==> config.mk <==
export PLATFORM = sky130hd
export DESIGN_NAME = cet_timer
export DESIGN_NICKNAME = d
export VERILOG_FILES = /design/src/hdl/cet_pkg.sv /design/src/hdl/cet_timer.sv
export SDC_FILE = /design/constraint.sdc
export NUM_CORES = 1
export LEC_CHECK = 0
export ABC_AREA = 1
export BUFFER_PORTS_ARGS = -buffer_cell sky130_fd_sc_hd__buf_2
export CAP_MARGIN = 20
export CORE_ASPECT_RATIO = 0.6
export CORE_MARGIN = 2
export CORE_UTILIZATION = 40
export CTS_BUF_LIST = sky130_fd_sc_hd__clkbuf_8
export DETAILED_ROUTE_END_ITERATION = 7
export PLACE_DENSITY_LB_ADDON = 0.15
export SYNTH_ARGS = -nofsm -noshare
export SYNTH_HDL_FRONTEND = slang
export SYNTH_SLANG_ARGS = --single-unit
==> constraint.sdc <==
create_clock -name pclk -period 3 [get_ports pclk]
set_clock_uncertainty 0.2 [all_clocks]
set_input_delay 0.15 -clock pclk [delete_from_list [all_inputs] [get_ports pclk]]
set_output_delay 0.15 -clock pclk [all_outputs]
set_load 0.02 [all_outputs]
==> src/hdl/cet_pkg.sv <==
/*
 * Package of the cascaded 16-bit event counter / PWM timer: register
 * offsets, field positions, reset values and the bundled control fields.
 * Assumes an APB host with 32-bit data and byte addresses.
 */
package cet_pkg;

   // ==========================================================
   // Register byte offsets
   localparam logic [7:0] CET_OFF_CTRL = 8'h00;
   localparam logic [7:0] CET_OFF_CMP_LO = 8'h04;
   localparam logic [7:0] CET_OFF_CMP_HI = 8'h08;
   localparam logic [7:0] CET_OFF_DUTY_LO = 8'h0c;
   localparam logic [7:0] CET_OFF_DUTY_HI = 8'h10;
   localparam logic [7:0] CET_OFF_STATUS = 8'h14;

   // ==========================================================
   // Control register fields and the status flop bit position
   localparam int CET_BIT_MODE = 0;
   localparam int CET_BIT_RUN = 3;
   localparam int CET_POS_SRC = 4;
   localparam int CET_BIT_INIT = 7;
   localparam int CET_POS_FLOP = 16;

   // ==========================================================
   // Reset values
   localparam logic [7:0] CET_RST_CTRL = 8'h00;
   localparam logic [15:0] CET_RST_WORD = 16'h0000;

   // ==========================================================
   // Prescaler taps, as the mask of low prescaler bits that must all be one for a tick
   localparam int CET_PRE_W = 11;
   localparam logic [CET_PRE_W-1:0] CET_DIV_2E11 = 11'h7ff;
   localparam logic [CET_PRE_W-1:0] CET_DIV_2E7 = 11'h07f;
   localparam logic [CET_PRE_W-1:0] CET_DIV_2E5 = 11'h01f;
   localparam logic [CET_PRE_W-1:0] CET_DIV_2E3 = 11'h007;
   localparam logic [CET_PRE_W-1:0] CET_DIV_2E1 = 11'h001;
   localparam logic [CET_PRE_W-1:0] CET_DIV_2E0 = 11'h000;

   typedef enum logic [2:0] {
      CET_SRC_D2048 = 3'h0,
      CET_SRC_D128 = 3'h1,
      CET_SRC_D32 = 3'h2,
      CET_SRC_D8 = 3'h3,
      CET_SRC_EXT = 3'h4,
      CET_SRC_D2 = 3'h5,
      CET_SRC_D1 = 3'h6,
      CET_SRC_D1B = 3'h7
   } cet_src_e;

   typedef struct packed {
      logic flop_initial_bit;
      cet_src_e src;
      logic run_bit;
      logic [1:0] spare;
      logic pwm_mode;
   } cet_ctrl_s;

endpackage : cet_pkg

==> src/hdl/cet_timer.sv <==
/*
 * Cascaded 16-bit event counter / 16-bit PWM timer with an APB slave.
 * Assumes one 100 MHz clock pclk, asynchronous active-low presetn, and an
 * event pin from outside the clock domain.
 */
// How it works
// RL1: Event mode counts one per synchronised falling edge on the event pin.
// RL2: Low and high byte counters act as one 16-bit counter.
// RL3: Event mode count equal to compare raises period pulse and clears count.
// RL4: Source keeps each event pin level at least two machine cycles.
// RL5: Software writes compare low byte, then high byte, never only one.
// RL6: Software keeps initial-value bit zero in event mode.
// RL7: Compare has no buffer; software leaves it alone while running.
// RL8: PWM counter clocks from a prescaler tap or the event pin.
// RL9: PWM count equal to duty inverts the output flop, counting goes on.
// RL10: PWM overflow inverts flop, clears count, raises period pulse.
// RL11: Output flop loads from initial-value bit; reset forces it zero.
// RL12: PWM pin always shows the inverse of the output flop.
// RL13: Duty written while running is held until the next period pulse.
// RL14: Duty written while stopped goes active right after the write.
// RL15: Reading duty returns the active value, not the pending one.
// RL16: Software writes duty low byte, then high byte, never only one.
// RL17: Software sets the port latch of the PWM pin to one.
// RL18: Software writes duty just after the period pulse.
// RL19: Stopping holds the pin; initial bit acts only on later writes.
// RL20: Clearing run stops; then clearing the initial bit drives pin high.
// RL21: Software stops the timer before entering stop mode.
// RL22: PWM period is 65536 source ticks, cleared count up to overflow.
// RL23: Event pin is synchronised before falling-edge detection.
`timescale 1ns/10ps
`default_nettype none

module cet_timer
   import cet_pkg::*;
(
   input wire logic pclk,             // Bus and timer clock
   input wire logic presetn,          // Asynchronous reset, active low
   input wire logic psel,             // APB select
   input wire logic penable,          // APB access phase
   input wire logic pwrite,           // APB write
   input wire logic [7:0] paddr,      // APB byte address
   input wire logic [31:0] pwdata,    // APB write data
   output logic [31:0] prdata,        // APB read data
   output logic pready,               // APB ready
   output logic pslverr,              // APB error on unmapped address
   input wire logic event_input_pin,  // External event / clock pin
   output logic pulse_width_out_pin,  // PWM pin, inverse of output flop
   output logic period_interrupt      // One-cycle period pulse
);

   // ==========================================================
   // State
   cet_ctrl_s ctrl_ff;
   logic [15:0] count_ff, compare_ff, duty_ff, duty_buf_ff;
   logic [7:0] cmp_lo_ff, duty_lo_ff;
   logic duty_pend_ff;
   logic output_toggle_flop_ff;
   logic [CET_PRE_W-1:0] pre_ff;
   logic sync1_ff, sync2_ff, sync3_ff, level_ff;
   logic [31:0] prdata_ff;
   logic pready_ff, pslverr_ff, pin_ff, irq_ff;

   // ==========================================================
   // Bus decode
   wire logic access = psel & penable;
   wire logic done = access & pready_ff;
   wire logic wr = done & pwrite;
   wire logic hit_ctrl = paddr == CET_OFF_CTRL;
   wire logic hit_clo = paddr == CET_OFF_CMP_LO;
   wire logic hit_chi = paddr == CET_OFF_CMP_HI;
   wire logic hit_dlo = paddr == CET_OFF_DUTY_LO;
   wire logic hit_dhi = paddr == CET_OFF_DUTY_HI;
   wire logic hit_stat = paddr == CET_OFF_STATUS;
   wire logic mapped = hit_ctrl | hit_clo | hit_chi | hit_dlo | hit_dhi |
                       hit_stat;
   wire logic wr_ctrl = wr & hit_ctrl;
   wire logic wr_dhi = wr & hit_dhi;
   wire cet_ctrl_s new_ctrl = cet_ctrl_s'(pwdata[7:0]);
   wire logic [15:0] duty_word = {pwdata[7:0], duty_lo_ff};

   // Duty reads show the active value while a new one waits
   wire logic [31:0] rd_mux =
      hit_ctrl ? {24'h000000, ctrl_ff} :
      hit_clo ? {24'h000000, compare_ff[7:0]} :
      hit_chi ? {24'h000000, compare_ff[15:8]} :
      hit_dlo ? {24'h000000, duty_ff[7:0]} :            // RL15
      hit_dhi ? {24'h000000, duty_ff[15:8]} :            // RL15
      hit_stat ? {15'h0, output_toggle_flop_ff, count_ff} :
      32'h00000000;

   // ==========================================================
   // Event pin: three flops, a level counts once stages two and three agree
   wire logic agree = sync2_ff == sync3_ff;
   wire logic ext_fall = agree & level_ff & ~sync3_ff;   // RL23

   // ==========================================================
   // Tick selection
   logic [CET_PRE_W-1:0] tap;
   always_comb begin
      unique case (ctrl_ff.src)
         CET_SRC_D2048: tap = CET_DIV_2E11;
         CET_SRC_D128: tap = CET_DIV_2E7;
         CET_SRC_D32: tap = CET_DIV_2E5;
         CET_SRC_D8: tap = CET_DIV_2E3;
         CET_SRC_D2: tap = CET_DIV_2E1;
         CET_SRC_EXT, CET_SRC_D1, CET_SRC_D1B: tap = CET_DIV_2E0;
      endcase
   end
   wire logic pre_tick = (pre_ff & tap) == tap;
   wire logic use_ext = ~ctrl_ff.pwm_mode | (ctrl_ff.src == CET_SRC_EXT);
   wire logic tick = ctrl_ff.run_bit &
                     (use_ext ? ext_fall : pre_tick);    // RL1 RL8

   // ==========================================================
   // Counter events
   wire logic [15:0] count_inc = count_ff + 16'h0001;    // RL2
   wire logic ev_match = tick & ~ctrl_ff.pwm_mode &
                         (count_inc == compare_ff);      // RL3
   wire logic ovf = tick & ctrl_ff.pwm_mode &
                    (count_ff == 16'hffff);              // RL10 RL22
   wire logic duty_hit = tick & ctrl_ff.pwm_mode & ~ovf &
                         (count_inc == duty_ff);         // RL9
   wire logic period = ev_match | ovf;

   // Initial bit loads on any control write made while stopped, whether it starts the timer or not
   wire logic init_load = wr_ctrl & ~ctrl_ff.run_bit &
                          ~new_ctrl.run_bit;             // RL19 RL20
   wire logic start = wr_ctrl & ~ctrl_ff.run_bit & new_ctrl.run_bit;
   wire logic flop_toggle = ctrl_ff.pwm_mode & (duty_hit | ovf);
   wire logic nxt_flop =
      (init_load | start) ? new_ctrl.flop_initial_bit :  // RL11
      flop_toggle ? ~output_toggle_flop_ff :             // RL9 RL10
      output_toggle_flop_ff;
   wire logic [15:0] nxt_count =
      (start | period) ? CET_RST_WORD :                  // RL3 RL10
      tick ? count_inc : count_ff;

   // ==========================================================
   // APB slave: one wait state, registered answer
   always_ff @(posedge pclk or negedge presetn) begin
      if (!presetn) begin
         pready_ff <= 1'b0;
         pslverr_ff <= 1'b0;
         prdata_ff <= 32'h00000000;
      end else begin
         pready_ff <= access & ~pready_ff;
         pslverr_ff <= access & ~pready_ff & ~mapped;
         if (access & ~pready_ff & ~pwrite) begin
            prdata_ff <= rd_mux;
         end
      end
   end

   // ==========================================================
   // Control and compare; compare writes act at once
   always_ff @(posedge pclk or negedge presetn) begin
      if (!presetn) begin
         ctrl_ff <= cet_ctrl_s'(CET_RST_CTRL);
         compare_ff <= CET_RST_WORD;
         cmp_lo_ff <= 8'h00;
      end else begin
         if (wr_ctrl) begin
            ctrl_ff <= new_ctrl;
         end
         if (wr & hit_clo) begin
            cmp_lo_ff <= pwdata[7:0];
         end
         if (wr & hit_chi) begin
            compare_ff <= {pwdata[7:0], cmp_lo_ff};      // RL7
         end
      end
   end

   // ==========================================================
   // Duty: pending buffer, moved into use at the period; writes made while stopped bypass it
   always_ff @(posedge pclk or negedge presetn) begin
      if (!presetn) begin
         duty_lo_ff <= 8'h00;
         duty_buf_ff <= CET_RST_WORD;
         duty_ff <= CET_RST_WORD;
         duty_pend_ff <= 1'b0;
      end else begin
         if (wr & hit_dlo) begin
            duty_lo_ff <= pwdata[7:0];
         end
         if (wr_dhi & ~ctrl_ff.run_bit) begin
            duty_ff <= duty_word;                        // RL14
            duty_pend_ff <= 1'b0;
         end else if (wr_dhi) begin
            duty_buf_ff <= duty_word;                    // RL13
            duty_pend_ff <= 1'b1;
         end else if (ovf & duty_pend_ff) begin
            duty_ff <= duty_buf_ff;                      // RL13
            duty_pend_ff <= 1'b0;
         end
      end
   end

   // ==========================================================
   // Prescaler, event synchroniser, counter and output flop
   always_ff @(posedge pclk or negedge presetn) begin
      if (!presetn) begin
         pre_ff <= '0;
         sync1_ff <= 1'b1;
         sync2_ff <= 1'b1;
         sync3_ff <= 1'b1;
         level_ff <= 1'b1;
      end else begin
         pre_ff <= pre_ff + 11'h001;
         sync1_ff <= event_input_pin;
         sync2_ff <= sync1_ff;
         sync3_ff <= sync2_ff;
         if (agree) begin
            level_ff <= sync3_ff;
         end
      end
   end

   always_ff @(posedge pclk or negedge presetn) begin
      if (!presetn) begin
         count_ff <= CET_RST_WORD;
         output_toggle_flop_ff <= 1'b0;                  // RL11
         pin_ff <= 1'b1;
         irq_ff <= 1'b0;
      end else begin
         count_ff <= nxt_count;
         output_toggle_flop_ff <= nxt_flop;
         pin_ff <= ~nxt_flop;                            // RL12
         irq_ff <= period;
      end
   end

   assign prdata = prdata_ff;
   assign pready = pready_ff;
   assign pslverr = pslverr_ff;
   assign pulse_width_out_pin = pin_ff;
   assign period_interrupt = irq_ff;
endmodule : cet_timer

`default_nettype wire

After elaboration in Yosys (flattened, before gate mapping):

Memory sizes are Yosys's and may differ from the RTL's.
Cells that the tools add are included.

* flip-flop bits (word level): 141
* memory bits (read-only): 88
* input port bits: 46
* output and inout port bits: 36
* word-level logic and storage cells: 109
* memories: 1

Memories
* (name not given): words 8, width 11, rd ports 1, clocked after memory_dff 0, wr ports 0, line cet_timer.sv:100 `unique case (ctrl_ff.src)`

* $add $sub $neg: 2
* eq/ne operators: 12
* muxes and demuxes: 17
* bitwise gates (word level): 48
* reduce and logical (&&, ||, !) cells: 6

Operator list (number)
* 2-to-1 mux 17 bit: 6
* 2-to-1 mux 16 bit: 5
* equality test 16 bit: 2
* bitwise AND 1 bit: 26
* adder 16 x 1 -> 16 bit, second input constant: 1
* equality test 16 bit, second input constant: 1
* equality test 8 x 4 -> 1 bit, second input constant: 2
* equality test 8 x 5 -> 1 bit, second input constant: 2
* adder 11 x 1 -> 11 bit, second input constant: 1
* bitwise AND 11 bit: 1
* equality test 11 bit: 1
* NOT 1 bit: 11
* bitwise OR 1 bit: 10
* equality test 8 x 3 -> 1 bit, second input constant: 1
* logical NOT 8 bit: 1
* 2-to-1 mux 1 bit: 6
* AND reduction 2 bit: 2
* nonzero test 2 bit: 2
* equality test 3 bit, second input constant: 1
* nonzero test 3 bit: 1
* != test 2 x 1 -> 1 bit, second input constant: 1
* equality test 1 bit: 1

Depth between registers and ports, before layout:

Gate-level depths: netlist (run 1).

* word-level depth: 15
* gate-level depth with buffers: 16
* gate-level depth less buffers: 15

Least setup slack after synthesis (run 1):

No wires, ideal clock.

* path kind: register to register
* start: register count_ff[0]
* end: register count_ff[10]
* library setup time: 115 ps
* arrival: 1899 ps
* required time: 2685 ps
* path slack: 787 ps
* cell stages (with the launch flop): 15
* buffers on the path: 1
* clock period less this slack: 2213 ps
* cells stage by stage: dfrtp_1 ha_1 nand3_2 nor2_1 nand3_1 nand2_1 nand2_1 xor2_1 nor2_1 nand2_1 nor2_1 nand2_2 nand3_4 buf_6 nor2_1

* longest elaborated chain between the ends: 6
* elaborated cells on any way between the ends: 10
* those cells by class: add/sub (1); eq/ne (2); mux (2); bitwise (4); reduce/logical (1)

RTL lines
* start, declared: line cet_timer.sv:54 `logic [15:0] count_ff, compare_ff, duty_ff, duty_buf_ff;`
* start signal, assigned: line cet_timer.sv:226 `count_ff <= nxt_count;`
* adder 16 x 1 -> 16 bit: line cet_timer.sv:116 `wire logic [15:0] count_inc = count_ff + 16'h0001;`
* equality test 16 bit: line cet_timer.sv:118 `(count_inc == compare_ff);`
* bitwise AND 1 bit: line cet_timer.sv:117 `wire logic ev_match = tick & ~ctrl_ff.pwm_mode &`
* bitwise OR 1 bit: line cet_timer.sv:123 `wire logic period = ev_match | ovf;`
* bitwise OR 1 bit: line cet_timer.sv:135 `(start | period) ? CET_RST_WORD :`
* 2-to-1 mux 16 bit / nonzero test 2 bit (equally long branches)

Several ways; a longest one is shown, not always the timed one. The select of a mux whose other input is x is not followed.
A chain may end at the register's enable or synchronous reset.

Final worst setup path (run 1):

* start: register count_ff[2]
* end: register count_ff[2]

The elaborated chain is that of the path after synthesis.

==> results of run 1 <==
[how the worst min path moves through the flow]
stage,end,slack (ps),cells after the start
finish,duty_buf_ff[12]$_DFFE_PN0P_,70,2
global route,duty_buf_ff[10]$_DFFE_PN0P_,100,2
CTS,pslverr$_DFF_PN0_,50,5
detailed placement,duty_lo_ff[2]$_DFFE_PN0P_,-7,1
global placement,duty_buf_ff[4]$_DFFE_PN0P_,-9,1
floorplan,cmp_lo_ff[0]$_DFFE_PN0P_,-350,0
[worst register-to-register path, cell delays in order (launching register included)]
cell	delay, ps
dfrtp_1	490
nand2_1	140
nor2_4	230
nand2_1	140
nand2_1	100
nand2_1	120
xor2_1	300
nand2_1	100
nor2_1	90
nand3_1	140
nor2_1	160
nand2_2	100
nand3_4	210
nor2_1	80
[power by group]
part | internal, mW | switching [mW]
logic | 0.225 | 0.463
clock network | 0.903 | 0.745
registers | 1.76 | 0.0916
[timing repair]
item	CTS	global route
hold endpoints to repair	115	0
hold buffers	16	0
endpoints found under the setup margin	0	2
gates resized for setup	0	1
[per-layer routing]
layer,track usage,share of wire
met2,0.2857,0.36
met5,0,0
met4,0.05983,0.010
met1,0.3832,0.54
met3,0.06583,0.087
[layout make-up]
| class | instances | share of cell area |
|---|---|---|
| inverter | 102 | 0.04965 |
| multi-input combinational | 590 | 0.3824 |
| tap | 228 | 0.03700 |
| sequential | 126 | 0.4099 |
| timing repair buffer | 73 | 0.06507 |
| clock buffer | 17 | 0.03034 |
| clock inverter | 15 | 0.02564 |
[flip-flops by register name, summed over array words and instances (netlist names), 8 cells and up]
signal,cells
prdata,17
compare_ff,16
count_ff,16
duty_buf_ff,16
duty_ff,16
pre_ff,11
cmp_lo_ff,8
ctrl_ff,8
duty_lo_ff,8
[synth_stat cells, drive strengths merged]
master / number / area [sq um]
nand2: 258 / 983.4
dfrtp: 121 / 3028
inv: 102 / 382.9
o21ai: 93 / 476.7
nor2: 67 / 314.1
nand3: 53 / 300.3
buf: 24 / 168.9
a21oi: 20 / 100.1
mux2: 16 / 180.2
xor2: 16 / 140.1
clkbuf: 11 / 41.29
nand4: 9 / 56.30
o31ai: 9 / 67.56
nor3: 8 / 50.05
o22ai: 7 / 43.79
dfstp: 5 / 131.4
xnor2: 5 / 43.79
o2111ai: 3 / 26.28
or2: 3 / 18.77
ha: 2 / 25.02
nor4: 2 / 33.78
o221ai: 2 / 17.52
conb: 1 / 3.750
nand3b: 1 / 7.510
o211ai: 1 / 7.510
[through the flow]
stage                     hold slack, ps  setup slack, ps
after floorplan                   -345.6            786.9
after global placement            -8.820            426.5
after detailed placement          -7.412            396.1
after CTS                          47.86            332.3
after global routing               103.9            86.33
final                              68.63            291.2
[kinds of logic after synthesis]
logic type | after synthesis
buf+inv | 137
mux | 16
xor+xnor | 21
fa+ha+maj | 2
compound gates | 135
simple gates | 401
other cells | 1
flops | 126
==> qor.yml, run 1 <==
outcome: "completed"
rows: 36
nets: 958
vias: 5730
cts_made_buffers: 17
hold_path.class: "input port to asynchronous set/reset pin"
cp_max_fo: 16
total_power_mw: 4.191
r2r_start: "count_ff[2]$_DFFE_PN0P_"
ys_types: 38
clk_pin_slew_worst_paths_ps: 80
postPlaceCellArea_sq_um: 7118
ctsLongestPathBuffers: 2
crit_path_start: "count_ff[2]$_DFFE_PN0P_"
synth_top_family_by_area: "simple AND/OR/NAND/NOR gates"
seqCellArea_sq_um: 3161
cp.required_ps: 3130
cpLargestDelayFamily: "simple AND/OR/NAND/NOR gates"
grt_usage: 0.2321
wirelength_um: 19200
synthXorXnorAreaFrac: 0.02766
synth_area_sq_um: 6649
cellPowerDensity_nw_per_um2: 543.5
cts.htree.levels: 4
cpPeakStageDelay_ps: 490
detail_route.first_pass.iterations: 5
setup_viol: 0
post_drt_wl_per_cell_um: 16.68
drive_gt1_frac: 0.1549
die_w_um: 170.4
dieArea_sq_um: 17700
cp.depth: 13
post-cts-setup-buffers: 0
final_common_cell: "nand2_1"
insertion_delay_ps: 450
cts.sinks: 126
path_buf_inv: 0
grt-ovfl-total: 0
slowest_stage: "dfrtp_1"
worstReg2RegEnd: "count_ff[2]$_DFFE_PN0P_"
critPathCapture: "count_ff[2]$_DFFE_PN0P_"
synthSimpleGateAreaFrac: 0.2653
synth_compound_area_frac: 0.1112
ir_worst_vdd_uv: 270.2
worstPathArrival_ps: 2840
drv_slew: 0
yosys_warnings: 0
final_area_sq_um: 7711
tightest_slew_ps: 691.9
n_fill_cell: 1677
synthAdderAreaFrac: 0.003764
synth_seq_cells: 126
cts_root_buf: "clkbuf_8"
r2r_slack_ps: 290
synth_seq_area_share: 0.4752
drtIter0Drc: 613
final_util: 0.4742
syn_to_final_growth_pct: 15.98
viasPerCell: 4.978
antennaDiodeCount: 0
initial_core_util: 0.4089
max_cap_viol_count: 0
grt_pass1_vias: 5374
ant_nets: 0
crit_chain: "nand2_1 -> nor2_4 -> nand2_1 -> nand2_1 -> nand2_1 -> xor2_1 -> nand2_1 -> nor2_1 -> nand3_1 -> nor2_1 -> nand2_2 -> nand3_4 -> nor2_1"
fin_tns_setup_ps: 0
cts_tree: "yes"
postSynthCellCount: 839
critPathLaunchType: "register"
numPortBuffers: 42
p_leak_nw: 3.753
max_freq_mhz: 369.2
pin_count: 82
fin_cells: 1151
synth_mux_area_frac: 0.02710
grt_max_degree: 69
rsz0062_at_grt: "false"
r2r_cells: 13
slew_headroom: 0.5376
fin_crit_sh: 0.9029
place_inst: 1103
crit_path_frequent_cell: "nand2_1"
layout_common_cells: "nand2_1 (252), dfrtp_1 (120), inv_1 (98)"
hpwl_um: 14240
syn_area_per_cell_sq_um: 7.925
globalplace.congestion: 0.9403
grt_pass1_wl_um: 30690
worstSetupPathType: "register to register"
core_sq_um: 16260
antenna_found_initial: 0
final_hold_viol_count: 0
period_needed_ps: 2709
die_h_um: 103.9
drc_errors: 0
crit_path_end_kind: "register"
multi_input_area_sq_um: 2949
(Power assumes the default switching activity.)
==> inputs of run 2 (changes only) <==
- PLACE_DENSITY: default -> 0.57
- PLACE_DENSITY_LB_ADDON: 0.15 -> default
==> qor.yml, run 2 (synthesis gave the netlist of run 1 again) <==
switchingPower_mw: 1.302  # +0.16%
place_inst: 1104  # +0.091%
cts_hold_buf: 14  # -2
antenna_found_initial: 0  # unchanged
antennaDiodeCount: 0  # unchanged
cp_max_fo: 16  # unchanged
die_w_um: 170.4  # unchanged
fin_crit_sh: 0.9081  # +0.005214
drv_slew: 0  # unchanged
fin_tns_setup_ps: 0  # unchanged
vias: 5714  # -0.28%
cpLargestDelayFamily: "simple AND/OR/NAND/NOR gates"
path_buf_inv: 0  # unchanged
rows: 36  # unchanged
final_common_cell: "nand2_1"
post-cts-setup-buffers: 0  # unchanged
max_freq_mhz: 367.1  # -0.57%
largest_reg_flops: 17  # unchanged
grt_usage: 0.2265  # -0.005645
drc_errors: 0  # unchanged
slew_headroom: 0.4618  # -0.07586
numPortBuffers: 42  # unchanged
cellPowerDensity_nw_per_um2: 546.6  # +0.58%
insertion_delay_ps: 450  # about the same
die_h_um: 103.9  # unchanged
cts_tree: "yes"
rsz0062_at_grt: "false"
cpPeakStageDelay_ps: 500  # about the same
final_hold_viol_count: 0  # unchanged
cts_made_buffers: 17  # unchanged
ant_nets: 0  # unchanged
post_drt_wl_per_cell_um: 16.41  # -1.6%
cts.htree.levels: 4  # unchanged
viasPerCell: 4.969  # -0.19%
wirelength_um: 18870  # -1.7%
clk_pin_slew_worst_paths_ps: 80  # about the same
postLayoutSetupSlackWorst_ps: 275.6  # -15.64 ps
grt_pass1_wl_um: 30010  # -2.2%
crit_path_end_kind: "register"
ir_worst_vdd_uv: 236.2  # -13%
cts_root_buf: "clkbuf_8"
fin_cells: 1150  # -0.087%
clockPowerShare: 0.389  # -0.004
globalplace.congestion: 0.9384  # -0.20%
drtIter0Drc: 541  # -12%
place_ws_ps: 341.2  # -54.91 ps
swShare: 0.3090  # -0.001092
max_cap_viol_count: 0  # unchanged
core_sq_um: 16260  # unchanged
cp.required_ps: 3130  # about the same
ctsResizeCount: 0  # unchanged
grt_pass1_vias: 5278  # -1.8%
p_seq_frac: 0.440  # -0.003
cts.sinks: 126  # unchanged
layout_common_cells: "nand2_1 (252), dfrtp_1 (121), inv_1 (99)"
final_area_sq_um: 7706  # about the same
dieArea_sq_um: 17700  # unchanged
critPathLaunchType: "register"
worstSetupPathType: "register to register"
hold_ws_ps: 54.14  # -14.49 ps
p_leak_nw: 3.764  # +0.30%
hold_path.class: "input port to register"
postPlaceCellArea_sq_um: 7134  # +0.23%
ctsLongestPathBuffers: 2  # unchanged
nets: 957  # -0.10%
final_util: 0.4739  # about the same
hpwl_um: 14220  # -0.14%
grt_max_degree: 55  # -20%
worstPathArrival_ps: 2850  # about the same
pin_count: 82  # unchanged
detail_route.first_pass.iterations: 5  # unchanged
period_needed_ps: 2724  # +15.64 ps
grt-ovfl-total: 0  # unchanged
p_comb_frac: 0.171  # +0.007
outcome: "completed"
drive_gt1_frac: 0.1540  # -0.0009166
slowest_stage: "dfrtp_1"
setup_viol: 0  # unchanged
tightest_slew_ps: 806.4  # +114.6 ps
initial_core_util: 0.4089  # unchanged
p_int_mw: 2.910  # +0.67%
crit_path_frequent_cell: "nor2_1"
syn_to_final_growth_pct: 15.90  # about the same
total_power_mw: 4.212  # +0.51%
crit_chain: "ha_1 -> nand3_2 -> nor2_1 -> nand3_1 -> nand2_1 -> nand2_1 -> xor2_1 -> nor2_1 -> nand2_1 -> nor2_1 -> nand2_2 -> nand3_4 -> nor2_1"
[run 2: changes by cell type in the layout (fill, tap and decap cells not counted), sizes merged]
cell and delta:
inv +2, clkinvlp -1, clkinv -1, buf +1, dlygate4sd3 -2
[run 2: cell type report]
cell class | instances | area (sq um)
clock buffers | 17 | 234.0
fillers | 1661 | 8554
well taps | 228 | 285.3
repair buffers | 72 | 498.0
clock inverters | 15 | 197.7
flip-flops and latches | 126 | 3159
multi-input cells | 590 | 2949
inverters | 102 | 382.9
[run 2: power by group through the flow]
stage	Combinational [mW]	Clock, mW	Sequential [mW]
after global routing	0.814	1.74	1.87
after floorplan	0.509	0	1.85
after detailed placement	0.691	0	1.88
after global placement	0.686	0	1.88
final	0.721	1.64	1.85
after CTS	0.710	1.66	1.85
[run 2: path summary, 6_finish.rpt]
check	to	slack, ps	from	depth (start not counted)
setup / recovery	count_ff[0]$_DFFE_PN0P_	280	count_ff[0]$_DFFE_PN0P_	13
hold / removal	pslverr$_DFF_PN0_	50	paddr[1]	5
setup reg to reg	count_ff[0]$_DFFE_PN0P_	280	count_ff[0]$_DFFE_PN0P_	13
hold reg to reg	sync2_ff$_DFF_PN1_	160	sync1_ff$_DFF_PN1_	0
max in group asynchronous	pulse_width_out_pin$_DFF_PN1_	1750	presetn	3
min in group asynchronous	pre_ff[8]$_DFF_PN0_	80	presetn	2
[run 2: worst min-delay path, cell delays in order]
cell and delay [ps]:
buf_2 100, inv_1 50, nand2_2 110, o21ai_0 190, nor3_1 50
[run 2: routing by layer]
layer	wire length (um)	GRT usage	vias up	part of all wire
met5	0	0	-	0
met4	181	0.05189	0	0.0096
met3	1922	0.06659	13	0.10
met2	6628	0.2726	218	0.35
met1	10140	0.3801	2675	0.54
li1	-	-	2808	-
==> inputs of run 3 (changes only) <==
- ABC_AREA: 1 -> 0
- SETUP_SLACK_MARGIN: default -> 0.05
==> qor.yml, run 3 <==
outcome: "completed"
slowest_stage: "or4_1"
max_freq_mhz: 350.2  # -4.6%
yosys-top-cells-count: "dfrtp_1 (121), mux2_2 (65), nor2_1 (48)"
synthSimpleGateAreaFrac: 0.1320  # -0.1333
synthAdderAreaFrac: 0.005373  # +0.001610
globalplace.congestion: 0.8834  # -5.9%
cp.required_ps: 3130  # about the same
synth_seq_area_share: 0.4846  # +0.009392
drc_errors: 0  # unchanged
post_drt_wl_per_cell_um: 18.32  # +12%
initial_core_util: 0.4055  # -0.003433
drv_slew: 0  # unchanged
synth.top_cells.by_area: "dfrtp_1 (46%), mux2_2 (11%), xor2_1 (4.7%), xnor2_1 (3.9%), mux2i_1 (2.9%)"
synth_compound_area_frac: 0.09633  # -0.01488
tightest_slew_ps: 806.9  # +0.4531 ps
synth.top_cell.area_share: 0.4644  # +0.009001
cellPowerDensity_nw_per_um2: 511.8  # -6.4%
grt-ovfl-total: 0  # unchanged
die_w_um: 168.8  # -0.95%
final_common_cell: "dfrtp_1"
pin_count: 82  # unchanged
synth_seq_cells: 126  # unchanged
cpPeakStageDelay_ps: 490  # about the same
slew_headroom: 0.4621  # about the same
syn_to_final_growth_pct: 18.46
r2r_cells: 9  # -4
postSynthCellCount: 607  # -28%
max_cap_viol_count: 0  # unchanged
syn_area_per_cell_sq_um: 10.74  # +36%
yosysTopAreaCell: "dfrtp_1"
cts.htree.levels: 4  # unchanged
final_util: 0.4803  # +0.006399
ys_types: 58  # +53%
p_leak_nw: 3.551  # -5.6%
crit_chain: "ha_1 -> and3_1 -> and3_1 -> xnor2_1 -> o211ai_1 -> and4b_1 -> and4_4 -> or4_1 -> and3_1"
grt_pass1_vias: 4776  # -9.5%
final_hold_viol_count: 0  # unchanged
crit_path_frequent_cell: "and3_1"
period_needed_ps: 2856  # +131.5 ps
viasPerCell: 5.424  # +9.2%
synth_mux_area_frac: 0.1414  # +0.1143
fin_tns_setup_ps: 0  # unchanged
grt_pass1_wl_um: 26480  # -12%
fin_crit_sh: 0.9520  # +0.04382
total_power_mw: 3.953  # -6.2%
synthXorXnorAreaFrac: 0.08943  # +0.06176
detail_route.first_pass.iterations: 4  # -1
worstSetupPathType: "register to register"
ant_nets: 0  # unchanged
antenna_found_initial: 0  # unchanged
ir_worst_vdd_uv: 310.3  # +31%
cts.sinks: 126  # unchanged
synth_edf_count: 0  # unchanged
grt_max_degree: 65  # +18%
cts_made_buffers: 17  # unchanged
die_h_um: 102.9  # -0.93%
setup_viol: 0  # unchanged
wirelength_um: 16600  # -12%
grt_usage: 0.2027  # -0.02381
synth_top_family_by_area: "multiplexers"
dieArea_sq_um: 17370  # -1.9%
yosys_warnings: 0  # unchanged
rows: 36  # unchanged
rsz0062_at_grt: "false"
vias: 4914  # -14%
numPortBuffers: 42  # unchanged
hold_path.class: "input port to register"
post-synth-top-count-cell: "dfrtp_1"
nets: 731  # -24%
cp_max_fo: 4  # -12
synth_top_flop_cell: "dfrtp_1"
ctsLongestPathBuffers: 2  # unchanged
layout_common_cells: "dfrtp_1 (121), mux2_2 (65), nor2_1 (48)"
drtIter0Drc: 397  # -27%
core_sq_um: 16080  # -1.1%
drive_gt1_frac: 0.2960  # +0.1420
synthArstFlopShare: 1.000  # unchanged
clk_pin_slew_worst_paths_ps: 80  # about the same
crit_path_end_kind: "register"
hpwl_um: 11990  # -16%
worstPathArrival_ps: 2980  # +130 ps
synth_area_sq_um: 6520  # -1.9%
cts_root_buf: "clkbuf_8"
critPathLaunchType: "register"
insertion_delay_ps: 440  # about the same
whs_path_depth: 4  # -1
cts_tree: "yes"
largest_reg_flops: 17  # unchanged
## run 3: cell types whose count changed in the layout (fill, tap and decap cells not counted), moves of 24 or more
| cell | change |
|---|---|
| mux2_2 | +49 |
| xnor2_1 | +24 |
| buf_4 | +29 |
| nand3_1 | -33 |
| nand2_1 | -216 |
| inv_1 | -92 |
| o21ai_0 | -50 |
## run 3: cell type report
class,count,area (sq um)
diodes,1,2.502
well taps,209,261.5
inverters,7,26.28
flip-flops and latches,126,3159
clock inverters,15,225.2
multi-input cells,432,3119
repair buffers,99,695.7
clock buffers,17,234.0
fillers,1490,8357
## run 3: power breakdown
| group | switching [mW] | total [mW] | leakage [nW] | internal, mW |
|---|---|---|---|---|
| logic | 0.289 | 0.498 | 1.67 | 0.209 |
| clock network | 0.780 | 1.72 | 0.235 | 0.944 |
| registers | 0.0143 | 1.73 | 1.64 | 1.72 |
## run 3: per-layer routing
layer | up-vias | track usage | share of wire
li1 | 2268 | - | -
met1 | 2466 | 0.3077 | 0.50
met2 | 162 | 0.3001 | 0.42
met3 | 18 | 0.03877 | 0.064
met4 | 0 | 0.04642 | 0.012
met5 | - | 0 | 0
## run 3: what timing repair did
item	in CTS	in global routing
endpoints found under the setup margin	1	2
gates resized for setup	1	7
buffers inserted	0	4
hold buffers	12	0
pin swaps	0	0
hold endpoints to repair	107	0
## run 3: per-stage QoR
step	worst slack, ps	cell area (sq um)	std cells	hold WS [ps]
finish	144.1	7724	906	95.33
floorplan	140.8	6573	621	-345.6
CTS	109.8	7661	901	86.90
global placement	93.25	7078	857	55.49
global route	43.82	7721	905	122.3
detailed placement	16.21	7078	857	59.25
## run 3: cell families (layout without fill, tap and decap cells)
family	Yosys count	count (layout)
other	1	16
AND/OR/NAND/NOR	165	165
adder cells (fa/ha/maj)	3	3
AO/OA/AOI/OAI	100	100
buffers and inverters	63	138
flip-flops	126	126
XOR/XNOR	65	65
multiplexers	84	84
## run 3: final timing paths
| kind | startpoint | end | slack [ps] |
|---|---|---|---|
| max in group asynchronous | presetn | sync2_ff$_DFF_PN1_ | 1590 |
| max reg2reg | count_ff[0]$_DFFE_PN0P_ | output_toggle_flop_ff$_DFF_PN0_ | 140 |
| max | count_ff[0]$_DFFE_PN0P_ | output_toggle_flop_ff$_DFF_PN0_ | 140 |
| min in group asynchronous | presetn | pre_ff[4]$_DFF_PN0_ | 150 |
| min | pwrite | prdata[7]$_DFFE_PN0P_ | 100 |
| min reg2reg | sync1_ff$_DFF_PN1_ | sync2_ff$_DFF_PN1_ | 160 |
## run 3: critical path, delay by kind of cell, from the launching register on
family	cells	cell delay, ps
AO/OA/AOI/OAI	1	170
XOR/XNOR	1	180
adder cells (fa/ha/maj)	1	260
flip-flops	1	410
AND/OR/NAND/NOR	6	1540
